File: src/rtl/trc_defines.svh
/*
  Constants shared by both ends of the reconfiguration error and reset
  sequencing link: operation codes, timing figures and register map.
  Assumes it is included by its bare name from files under rtl/.
*/
`ifndef TRC_DEFINES_SVH
`define TRC_DEFINES_SVH

// Operation selector codes.
`define TRC_MODE_PMA 3'h0
`define TRC_MODE_CHAN 3'h1
`define TRC_MODE_PLL 3'h2

// Clock and timing figures.
`define TRC_CLK_MHZ 20
`define TRC_CNT_W 16
`define TRC_OC_SIM_CYC 16
`define TRC_OC_HW_CYC 4000
`define TRC_ERR_CYC 2
`define TRC_OP_TIMEOUT_CYC 1024
`define TRC_LOCK_WAIT_NS 4000
`define TRC_LOCK_WAIT_CYC ((`TRC_LOCK_WAIT_NS * `TRC_CLK_MHZ + 999) / 1000)

// Sequencer register map, byte offsets.
`define TRC_REG_CTRL 4'h0
`define TRC_REG_STAT 4'h4
`define TRC_REG_EVT 4'h8
`define TRC_REG_MASK 4'hC

// Field positions.
`define TRC_CTRL_START 0
`define TRC_CTRL_PDOWN 1
`define TRC_EVT_DONE 0
`define TRC_EVT_ERR 1
`define TRC_EVT_W 2

// Reset values.
`define TRC_MASK_RST 2'h0
`define TRC_RSTS_RST 1'h1

`endif

File: src/rtl/trc_pkg.sv
/*
  Types for the reconfiguration error and reset sequencing link.
  Assumes trc_defines.svh is available for the numeric constants.
*/
package trc_pkg;

  // Analog control settings carried as one word.
  typedef struct packed {
    logic [3:0] eq;
    logic [1:0] dcgain;
    logic [2:0] swing;
    logic [4:0] preemp;
  } trc_pma_t;

  typedef enum logic [3:0] {
    TRC_ST_OFFCAN = 4'b0001,
    TRC_ST_IDLE = 4'b0010,
    TRC_ST_RUN = 4'b0100,
    TRC_ST_ERR = 4'b1000
  } trc_dev_st_t;

  typedef enum logic [6:0] {
    TRC_SQ_IDLE = 7'b0000001,
    TRC_SQ_PLL = 7'b0000010,
    TRC_SQ_CHAN = 7'b0000100,
    TRC_SQ_GAP = 7'b0001000,
    TRC_SQ_WAIT = 7'b0010000,
    TRC_SQ_LOCK = 7'b0100000,
    TRC_SQ_HOLD = 7'b1000000
  } trc_seq_st_t;

endpackage

File: src/rtl/trc_if.sv
/*
  Link between the reconfiguration controller and the user reset
  sequencer. freq_locked comes from the transceiver and is driven by
  the surroundings; both ends only read it.
*/
`timescale 1ns/10ps
interface trc_if #(
  parameter int CH_W = 2
);
  logic [2:0] mode_sel;
  logic [CH_W-1:0] chan_sel;
  logic rd_req;
  logic wr_all_req;
  trc_pkg::trc_pma_t wdata;
  trc_pkg::trc_pma_t rdata;
  logic busy;
  logic error;
  logic oc_active;
  logic tx_dig_rst;
  logic rx_dig_rst;
  logic rx_ana_rst;
  logic powerdown;
  logic freq_locked;

  modport ctrl (
    input mode_sel, chan_sel, rd_req, wr_all_req, wdata, freq_locked,
    output rdata, busy, error, oc_active
  );

  modport user (
    output mode_sel, chan_sel, rd_req, wr_all_req, wdata,
    output tx_dig_rst, rx_dig_rst, rx_ana_rst, powerdown,
    input rdata, busy, error, oc_active, freq_locked
  );
endinterface

File: src/rtl/trc_ctrl.sv
/*
  Reconfiguration controller end: offset cancellation after reset,
  operation dispatch to the transceiver, illegal operation checking,
  timeout recovery and the error pulse.
  Assumes one clock, the link on trc_if.ctrl and a transceiver that
  answers each started operation with a one-cycle xcvr_op_ack.
*/
// Implementation choices: the register offsets and strobed register access.
`timescale 1ns/10ps
`include "trc_defines.svh"
module trc_ctrl #(
  parameter int CH_W = 2,
  parameter bit CHK_ILLEGAL = 1'b1,
  parameter bit SELF_RECOVER = 1'b1,
  parameter bit HAS_PMA_RD = 1'b1,
  parameter bit HAS_PMA_WR = 1'b1,
  parameter bit SIM_MODEL = 1'b1,
  parameter int OC_HW_CYCLES = `TRC_OC_HW_CYC,
  parameter int OP_TIMEOUT = `TRC_OP_TIMEOUT_CYC
) (
  input wire logic core_clk,
  input wire logic resetn,
  trc_if.ctrl lnk,
  output logic xcvr_op_start,
  output logic xcvr_op_write,
  output logic [2:0] xcvr_mode,
  output logic [CH_W-1:0] xcvr_chan,
  output trc_pkg::trc_pma_t xcvr_pma,
  input wire logic xcvr_op_ack
);

  localparam int OC_CYC = SIM_MODEL ? `TRC_OC_SIM_CYC : OC_HW_CYCLES;
  localparam logic [`TRC_CNT_W-1:0] OC_LAST = `TRC_CNT_W'(OC_CYC - 1);
  localparam logic [`TRC_CNT_W-1:0] TO_LAST = `TRC_CNT_W'(OP_TIMEOUT - 1);
  localparam logic [`TRC_CNT_W-1:0] ERR_LAST =
    `TRC_CNT_W'(`TRC_ERR_CYC - 1);
  localparam bit ERR_EN = CHK_ILLEGAL | SELF_RECOVER;

  trc_pkg::trc_dev_st_t state_reg;
  trc_pkg::trc_dev_st_t state_next;
  logic [`TRC_CNT_W-1:0] cnt_reg;
  logic [`TRC_CNT_W-1:0] cnt_next;
  logic busy_reg;
  logic busy_next;
  logic error_reg;
  logic error_next;
  logic start_reg;
  logic start_next;
  logic write_reg;
  logic write_next;
  logic pma_rd_reg;
  logic pma_rd_next;
  logic [2:0] mode_reg;
  logic [2:0] mode_next;
  logic [CH_W-1:0] chan_reg;
  logic [CH_W-1:0] chan_next;
  trc_pkg::trc_pma_t pma_reg;
  trc_pkg::trc_pma_t pma_next;
  trc_pkg::trc_pma_t rdata_reg;
  trc_pkg::trc_pma_t rdata_next;
  logic oc_reg;
  logic oc_next;
  logic req;
  logic illegal;

  // Decides whether a request may not be carried out by this instance.
  function automatic logic is_illegal(input logic rd, input logic wr,
                                      input logic [2:0] mode);
    logic bad;
    bad = 1'b0;
    if (rd && mode == `TRC_MODE_PMA && !HAS_PMA_RD) begin
      bad = 1'b1;
    end
    if (wr && mode == `TRC_MODE_PMA && !HAS_PMA_WR) begin
      bad = 1'b1;
    end
    if (rd && mode == `TRC_MODE_CHAN) begin
      bad = 1'b1;
    end
    return bad;
  endfunction

  assign req = lnk.rd_req | lnk.wr_all_req;
  assign illegal = CHK_ILLEGAL &&
                   is_illegal(lnk.rd_req, lnk.wr_all_req, lnk.mode_sel);

  always_comb begin
    state_next = state_reg;
    cnt_next = cnt_reg;
    busy_next = busy_reg;
    error_next = 1'b0;
    start_next = 1'b0;
    write_next = write_reg;
    pma_rd_next = pma_rd_reg;
    mode_next = mode_reg;
    chan_next = chan_reg;
    pma_next = pma_reg;
    rdata_next = rdata_reg;
    oc_next = 1'b0;
    unique case (state_reg)
      trc_pkg::TRC_ST_OFFCAN: begin
        if (cnt_reg == OC_LAST) begin
          state_next = trc_pkg::TRC_ST_IDLE;
          busy_next = 1'b0;
          cnt_next = '0;
        end else begin
          oc_next = 1'b1;
          cnt_next = cnt_reg + `TRC_CNT_W'(1);
        end
      end
      trc_pkg::TRC_ST_IDLE: begin
        if (req && illegal) begin
          state_next = trc_pkg::TRC_ST_ERR;
          busy_next = 1'b0;
          error_next = ERR_EN;
          cnt_next = '0;
        end else if (req) begin
          state_next = trc_pkg::TRC_ST_RUN;
          busy_next = 1'b1;
          start_next = 1'b1;
          cnt_next = '0;
          write_next = lnk.wr_all_req;
          pma_rd_next = lnk.rd_req && lnk.mode_sel == `TRC_MODE_PMA;
          mode_next = lnk.mode_sel;
          chan_next = lnk.chan_sel;
          if (lnk.wr_all_req && lnk.mode_sel == `TRC_MODE_PMA) begin
            pma_next = lnk.wdata;
          end
        end
      end
      trc_pkg::TRC_ST_RUN: begin
        if (xcvr_op_ack) begin
          state_next = trc_pkg::TRC_ST_IDLE;
          busy_next = 1'b0;
          if (pma_rd_reg) begin
            rdata_next = pma_reg;
          end
        end else if (SELF_RECOVER && cnt_reg == TO_LAST) begin
          state_next = trc_pkg::TRC_ST_ERR;
          busy_next = 1'b0;
          error_next = ERR_EN;
          cnt_next = '0;
        end else begin
          cnt_next = cnt_reg + `TRC_CNT_W'(1);
        end
      end
      trc_pkg::TRC_ST_ERR: begin
        busy_next = 1'b0;
        if (cnt_reg == ERR_LAST) begin
          state_next = trc_pkg::TRC_ST_IDLE;
          cnt_next = '0;
        end else begin
          error_next = ERR_EN;
          cnt_next = cnt_reg + `TRC_CNT_W'(1);
        end
      end
    endcase
  end

  always_ff @(posedge core_clk or negedge resetn) begin
    if (!resetn) begin
      state_reg <= trc_pkg::TRC_ST_OFFCAN;
      cnt_reg <= '0;
      busy_reg <= 1'b1;
      error_reg <= 1'b0;
      start_reg <= 1'b0;
      write_reg <= 1'b0;
      pma_rd_reg <= 1'b0;
      mode_reg <= `TRC_MODE_PMA;
      chan_reg <= '0;
      pma_reg <= '0;
      rdata_reg <= '0;
      oc_reg <= 1'b1;
    end else begin
      state_reg <= state_next;
      cnt_reg <= cnt_next;
      busy_reg <= busy_next;
      error_reg <= error_next;
      start_reg <= start_next;
      write_reg <= write_next;
      pma_rd_reg <= pma_rd_next;
      mode_reg <= mode_next;
      chan_reg <= chan_next;
      pma_reg <= pma_next;
      rdata_reg <= rdata_next;
      oc_reg <= oc_next;
    end
  end

  // Busy and error come straight from flip-flops, so the user side sees
  // them change only after a clock edge and never glitch together.
  assign lnk.busy = busy_reg;
  assign lnk.error = error_reg;
  assign lnk.rdata = rdata_reg;
  assign lnk.oc_active = oc_reg;
  assign xcvr_op_start = start_reg;
  assign xcvr_op_write = write_reg;
  assign xcvr_mode = mode_reg;
  assign xcvr_chan = chan_reg;
  assign xcvr_pma = pma_reg;

endmodule

File: src/flat_wrapper.sv
// flat-port wrapper written by rule: the top's interface ports become plain ports
module trc_ctrl_flat 
#(
  parameter int CH_W = 2,
  parameter bit CHK_ILLEGAL = 1'b1,
  parameter bit SELF_RECOVER = 1'b1,
  parameter bit HAS_PMA_RD = 1'b1,
  parameter bit HAS_PMA_WR = 1'b1,
  parameter bit SIM_MODEL = 1'b1,
  parameter int OC_HW_CYCLES = `TRC_OC_HW_CYC,
  parameter int OP_TIMEOUT = `TRC_OP_TIMEOUT_CYC
)
  (core_clk, resetn, xcvr_op_start, xcvr_op_write, xcvr_mode, xcvr_chan, xcvr_pma, xcvr_op_ack, lnk_mode_sel, lnk_chan_sel, lnk_rd_req, lnk_wr_all_req, lnk_wdata, lnk_freq_locked, lnk_rdata, lnk_busy, lnk_error, lnk_oc_active);
  trc_if #(.CH_W(CH_W)) lnk_i ();
  input wire logic core_clk;
  input wire logic resetn;
  output logic xcvr_op_start;
  output logic xcvr_op_write;
  output logic [2:0] xcvr_mode;
  output logic [CH_W-1:0] xcvr_chan;
  output trc_pkg::trc_pma_t xcvr_pma;
  input wire logic xcvr_op_ack;
  input wire logic [$bits(lnk_i.mode_sel)-1:0] lnk_mode_sel;
  input wire logic [$bits(lnk_i.chan_sel)-1:0] lnk_chan_sel;
  input wire logic [$bits(lnk_i.rd_req)-1:0] lnk_rd_req;
  input wire logic [$bits(lnk_i.wr_all_req)-1:0] lnk_wr_all_req;
  input wire logic [$bits(lnk_i.wdata)-1:0] lnk_wdata;
  input wire logic [$bits(lnk_i.freq_locked)-1:0] lnk_freq_locked;
  output wire logic [$bits(lnk_i.rdata)-1:0] lnk_rdata;
  output wire logic [$bits(lnk_i.busy)-1:0] lnk_busy;
  output wire logic [$bits(lnk_i.error)-1:0] lnk_error;
  output wire logic [$bits(lnk_i.oc_active)-1:0] lnk_oc_active;
  assign lnk_i.mode_sel = lnk_mode_sel;
  assign lnk_i.chan_sel = lnk_chan_sel;
  assign lnk_i.rd_req = lnk_rd_req;
  assign lnk_i.wr_all_req = lnk_wr_all_req;
  assign lnk_i.wdata = lnk_wdata;
  assign lnk_i.freq_locked = lnk_freq_locked;
  assign lnk_rdata = lnk_i.rdata;
  assign lnk_busy = lnk_i.busy;
  assign lnk_error = lnk_i.error;
  assign lnk_oc_active = lnk_i.oc_active;
  trc_ctrl #(.CH_W(CH_W), .CHK_ILLEGAL(CHK_ILLEGAL), .SELF_RECOVER(SELF_RECOVER), .HAS_PMA_RD(HAS_PMA_RD), .HAS_PMA_WR(HAS_PMA_WR), .SIM_MODEL(SIM_MODEL), .OC_HW_CYCLES(OC_HW_CYCLES), .OP_TIMEOUT(OP_TIMEOUT)) u_core (.core_clk(core_clk), .resetn(resetn), .lnk(lnk_i), .xcvr_op_start(xcvr_op_start), .xcvr_op_write(xcvr_op_write), .xcvr_mode(xcvr_mode), .xcvr_chan(xcvr_chan), .xcvr_pma(xcvr_pma), .xcvr_op_ack(xcvr_op_ack));
endmodule
File: config.mk
export PLATFORM = sky130hd
export DESIGN_NAME = trc_ctrl_flat
export DESIGN_NICKNAME = d
export VERILOG_FILES = /design/src/rtl/trc_pkg.sv /design/src/rtl/trc_if.sv /design/src/rtl/trc_ctrl.sv /design/src/flat_wrapper.sv
export VERILOG_INCLUDE_DIRS = /design/src /design/src/rtl
export SDC_FILE = /design/constraint.sdc
export NUM_CORES = 1
export LEC_CHECK = 0
export BUFFER_PORTS_ARGS = -buffer_cell sky130_fd_sc_hd__buf_2
export CAP_MARGIN = 20
export CORE_ASPECT_RATIO = 0.8
export CORE_MARGIN = 2
export CORE_UTILIZATION = 55
export DETAILED_ROUTE_END_ITERATION = 16
export MAX_ROUTING_LAYER = met4
export PLACE_DENSITY = 0.79
export SYNTH_ARGS = -nofsm -noshare
export SYNTH_HDL_FRONTEND = slang
export SYNTH_SLANG_ARGS = --single-unit
export TNS_END_PERCENT = 10
File: constraint.sdc
create_clock -name core_clk -period 4.75 [get_ports core_clk]
set_input_delay 0.95 -clock core_clk [delete_from_list [all_inputs] [get_ports core_clk]]
set_output_delay 0.95 -clock core_clk [all_outputs]
set_load 0.1 [all_outputs]
==> results.sh <==
export IMPL_cts_max_level=3
export IMPL_crit_path_end_kind="output port"
export IMPL_largest_register_ffs=16
export IMPL_cts_setup_buffers=0
export IMPL_cts_resized=0
export IMPL_grt_pass1_vias=1915
export IMPL_fill_cells=369
export IMPL_fin_hold_ws_ps=499
export IMPL_first_iter_violations=146
export IMPL_worstSetupStartpoint="u_core.lnk.busy$_DFFE_PN1P_"
export IMPL_routedWlPerCell_um=15.1
export IMPL_cp_slowest_cell="dfstp_2"
export IMPL_max_cap_violations=0
export IMPL_async_flop_share_pct=100
export IMPL_place_congestion=0.871
export IMPL_rr_startpoint="u_core.cnt_reg[11]$_DFFE_PN0P_"
export IMPL_hpwl_um=3960
export IMPL_yosysUniqueCellTypes=45
export IMPL_grt_max_degree=60
export IMPL_antenna_left=0
export IMPL_holdBufCountCts=0
export IMPL_clk_pin_slew_ps=70
export IMPL_fin_crit_sh_pct=47.1
export IMPL_layout_drive_gt1_share_pct=39.0
export IMPL_syn_inst=242
export IMPL_syn_avg_cell_area_um2=11.4
export IMPL_vias=2159
export IMPL_numPortBuffers=61
export IMPL_synth_top_area_share_pct=50.7
export IMPL_num_rows=23
export IMPL_synthTopCellsByArea="dfrtp_1, mux2_2, dfstp_2"
export IMPL_finalSetupViolations=0
export IMPL_fin_skew_ps=7.25
export IMPL_die_area_mm2=0.00561
export IMPL_period_minus_slack_ps=2240
export IMPL_yosysSeqAreaShare_pct=53.6
export IMPL_start_util_pct=56.1
export IMPL_cts_sinks=59
export IMPL_crit_fanout=2
export IMPL_hold_viol_final=0
export IMPL_die_h_um=67.4
export IMPL_cp_num_cells=1
export IMPL_grt_pass1_wl_um=9060
export IMPL_yosysTopAreaCell="dfrtp_1"
export IMPL_die_x_um=83.2
export IMPL_cp_start_kind="flip-flop"
export IMPL_cp_cell_sequence="buf_2"
export IMPL_hold_path_class="reg -> reg"
export IMPL_path_buf_inv=1
export IMPL_max_freq_mhz=447
export IMPL_num_antenna_cells=0
export IMPL_io_pin_count=63
export IMPL_cts_tree="yes"
export IMPL_clock_latency_ps=340
export IMPL_ys_warnings_count=0
export IMPL_area_growth_pct=19.5
export IMPL_synth_most_common_cell="dfrtp_1"
export IMPL_cts_root_buf="clkbuf_8"
export IMPL_required_ps=3800
export IMPL_synth_flop_cell="dfrtp_1"
export IMPL_setup_tns_ps=0
export IMPL_final_util_pct=67.1
export IMPL_synthTopCellsByCount="dfrtp_1, mux2_2, nor2_1, nand2_1, o21ai_0"
export IMPL_cpPeakStageDelay_ps=530
export IMPL_hold_start="u_core.lnk.rdata[12]$_DFFE_PN0P_"
export IMPL_worstPathArrival_ps=1290
export IMPL_drc=0
export IMPL_nets=332
export IMPL_routed_wl_um=5610
export IMPL_design_core_area_mm2=0.00492
export IMPL_grt_usage_pct=21.7
export IMPL_tightestPinTransition_ps=732
export IMPL_ys_seq_elements=59
export IMPL_synth_edf_count=0
export IMPL_clockBufferDepth=2
export IMPL_critPathKind="reg -> out"
export IMPL_r2r_cells=5
export IMPL_worst_slew_margin_rel_pct=51.1
export IMPL_antenna_found_initial=0
export IMPL_viasPerCell=5.80
export IMPL_crit_family="flip-flops"
export IMPL_holdPathStages=1
export IMPL_rsz0062_at_grt="no"
export IMPL_syn_nets=269
export IMPL_cts_made_buffers=9
export IMPL_status="finished, final reports clean"
export IMPL_drt_pre_antenna_iters=4
export IMPL_synthesis_area_mm2=0.00276
export IMPL_drv_slew=0
export IMPL_grt_overflow=0
through the flow:
| step | cell area [um^2] | instances | setup slack (ps) |
|---|---|---|---|
| 2_1_floorplan | 2760 | 242 | 2620 |
| 3_3_place_gp | 3110 | 356 | 2320 |
| 3_5_place_dp | 3110 | 356 | 2300 |
| 4_1_cts | 3300 | 372 | 2500 |
| 5_1_grt | 3300 | 372 | 2290 |
| 6_report | 3300 | 372 | 2510 |
per-layer routing:
metal,track usage [%],routed length [um],vias up
li1,-,-,1038
met1,28.0,2650,1057
met2,32.4,2560,57
met3,8.19,332,7
met4,6.15,67,0
met5,-,0,-
layout by cell type, fill, tap and decap left out, types with 8 or more instances in the layout:
| master | count |
|---|---|
| a21oi_1 | 9 |
| buf_2 | 61 |
| clkbuf_8 | 11 |
| dfrtp_1 | 56 |
| mux2_2 | 32 |
| nand2_1 | 13 |
| nand3_1 | 9 |
| nor2_1 | 18 |
| nor4_1 | 8 |
| o21ai_0 | 12 |
path summary, 6_finish.rpt:
kind                                               endpoint  slack (ps)
min reg2reg                u_core.lnk.rdata[12]$_DFFE_PN0P_         500
max                                                lnk_busy        2510
min                        u_core.lnk.rdata[12]$_DFFE_PN0P_         500
min in group asynchronous     u_core.cnt_reg[9]$_DFFE_PN0P_         740
max reg2reg                  u_core.cnt_reg[12]$_DFFE_PN0P_        2530
max in group asynchronous    u_core.xcvr_pma[3]$_DFFE_PN0P_        3520
cells by family after synthesis:
family | share of synthesized area [%]
simple gates | 18.3
flops | 53.6
compound gates | 10.6
mux | 13.0
buf+inv | 2.22
xor+xnor | 1.27
fa+ha+maj | 0.906
worst reg2reg max path, stage by stage (launching register included):
cell and delay [ps]:
dfrtp_1 440, or4_4 600, nor4_1 320, o21bai_1 200, o21ai_1 390, a21oi_1 130
area by class of cell:
cell class | count | area, um^2 | area share [%]
flip-flops and latches | 59 | 1480 | 44.8
clock buffers | 11 | 151 | 4.59
clock inverters | 5 | 36.3 | 1.10
inverters | 4 | 15.0 | 0.455
multi-input cells | 168 | 1220 | 37.0
well taps | 62 | 77.6 | 2.35
repair buffers | 63 | 320 | 9.70
Power is left out: the tool's default activity adds up to more than one toggle a clock period on the data nets, which glitch-free logic cannot reach.
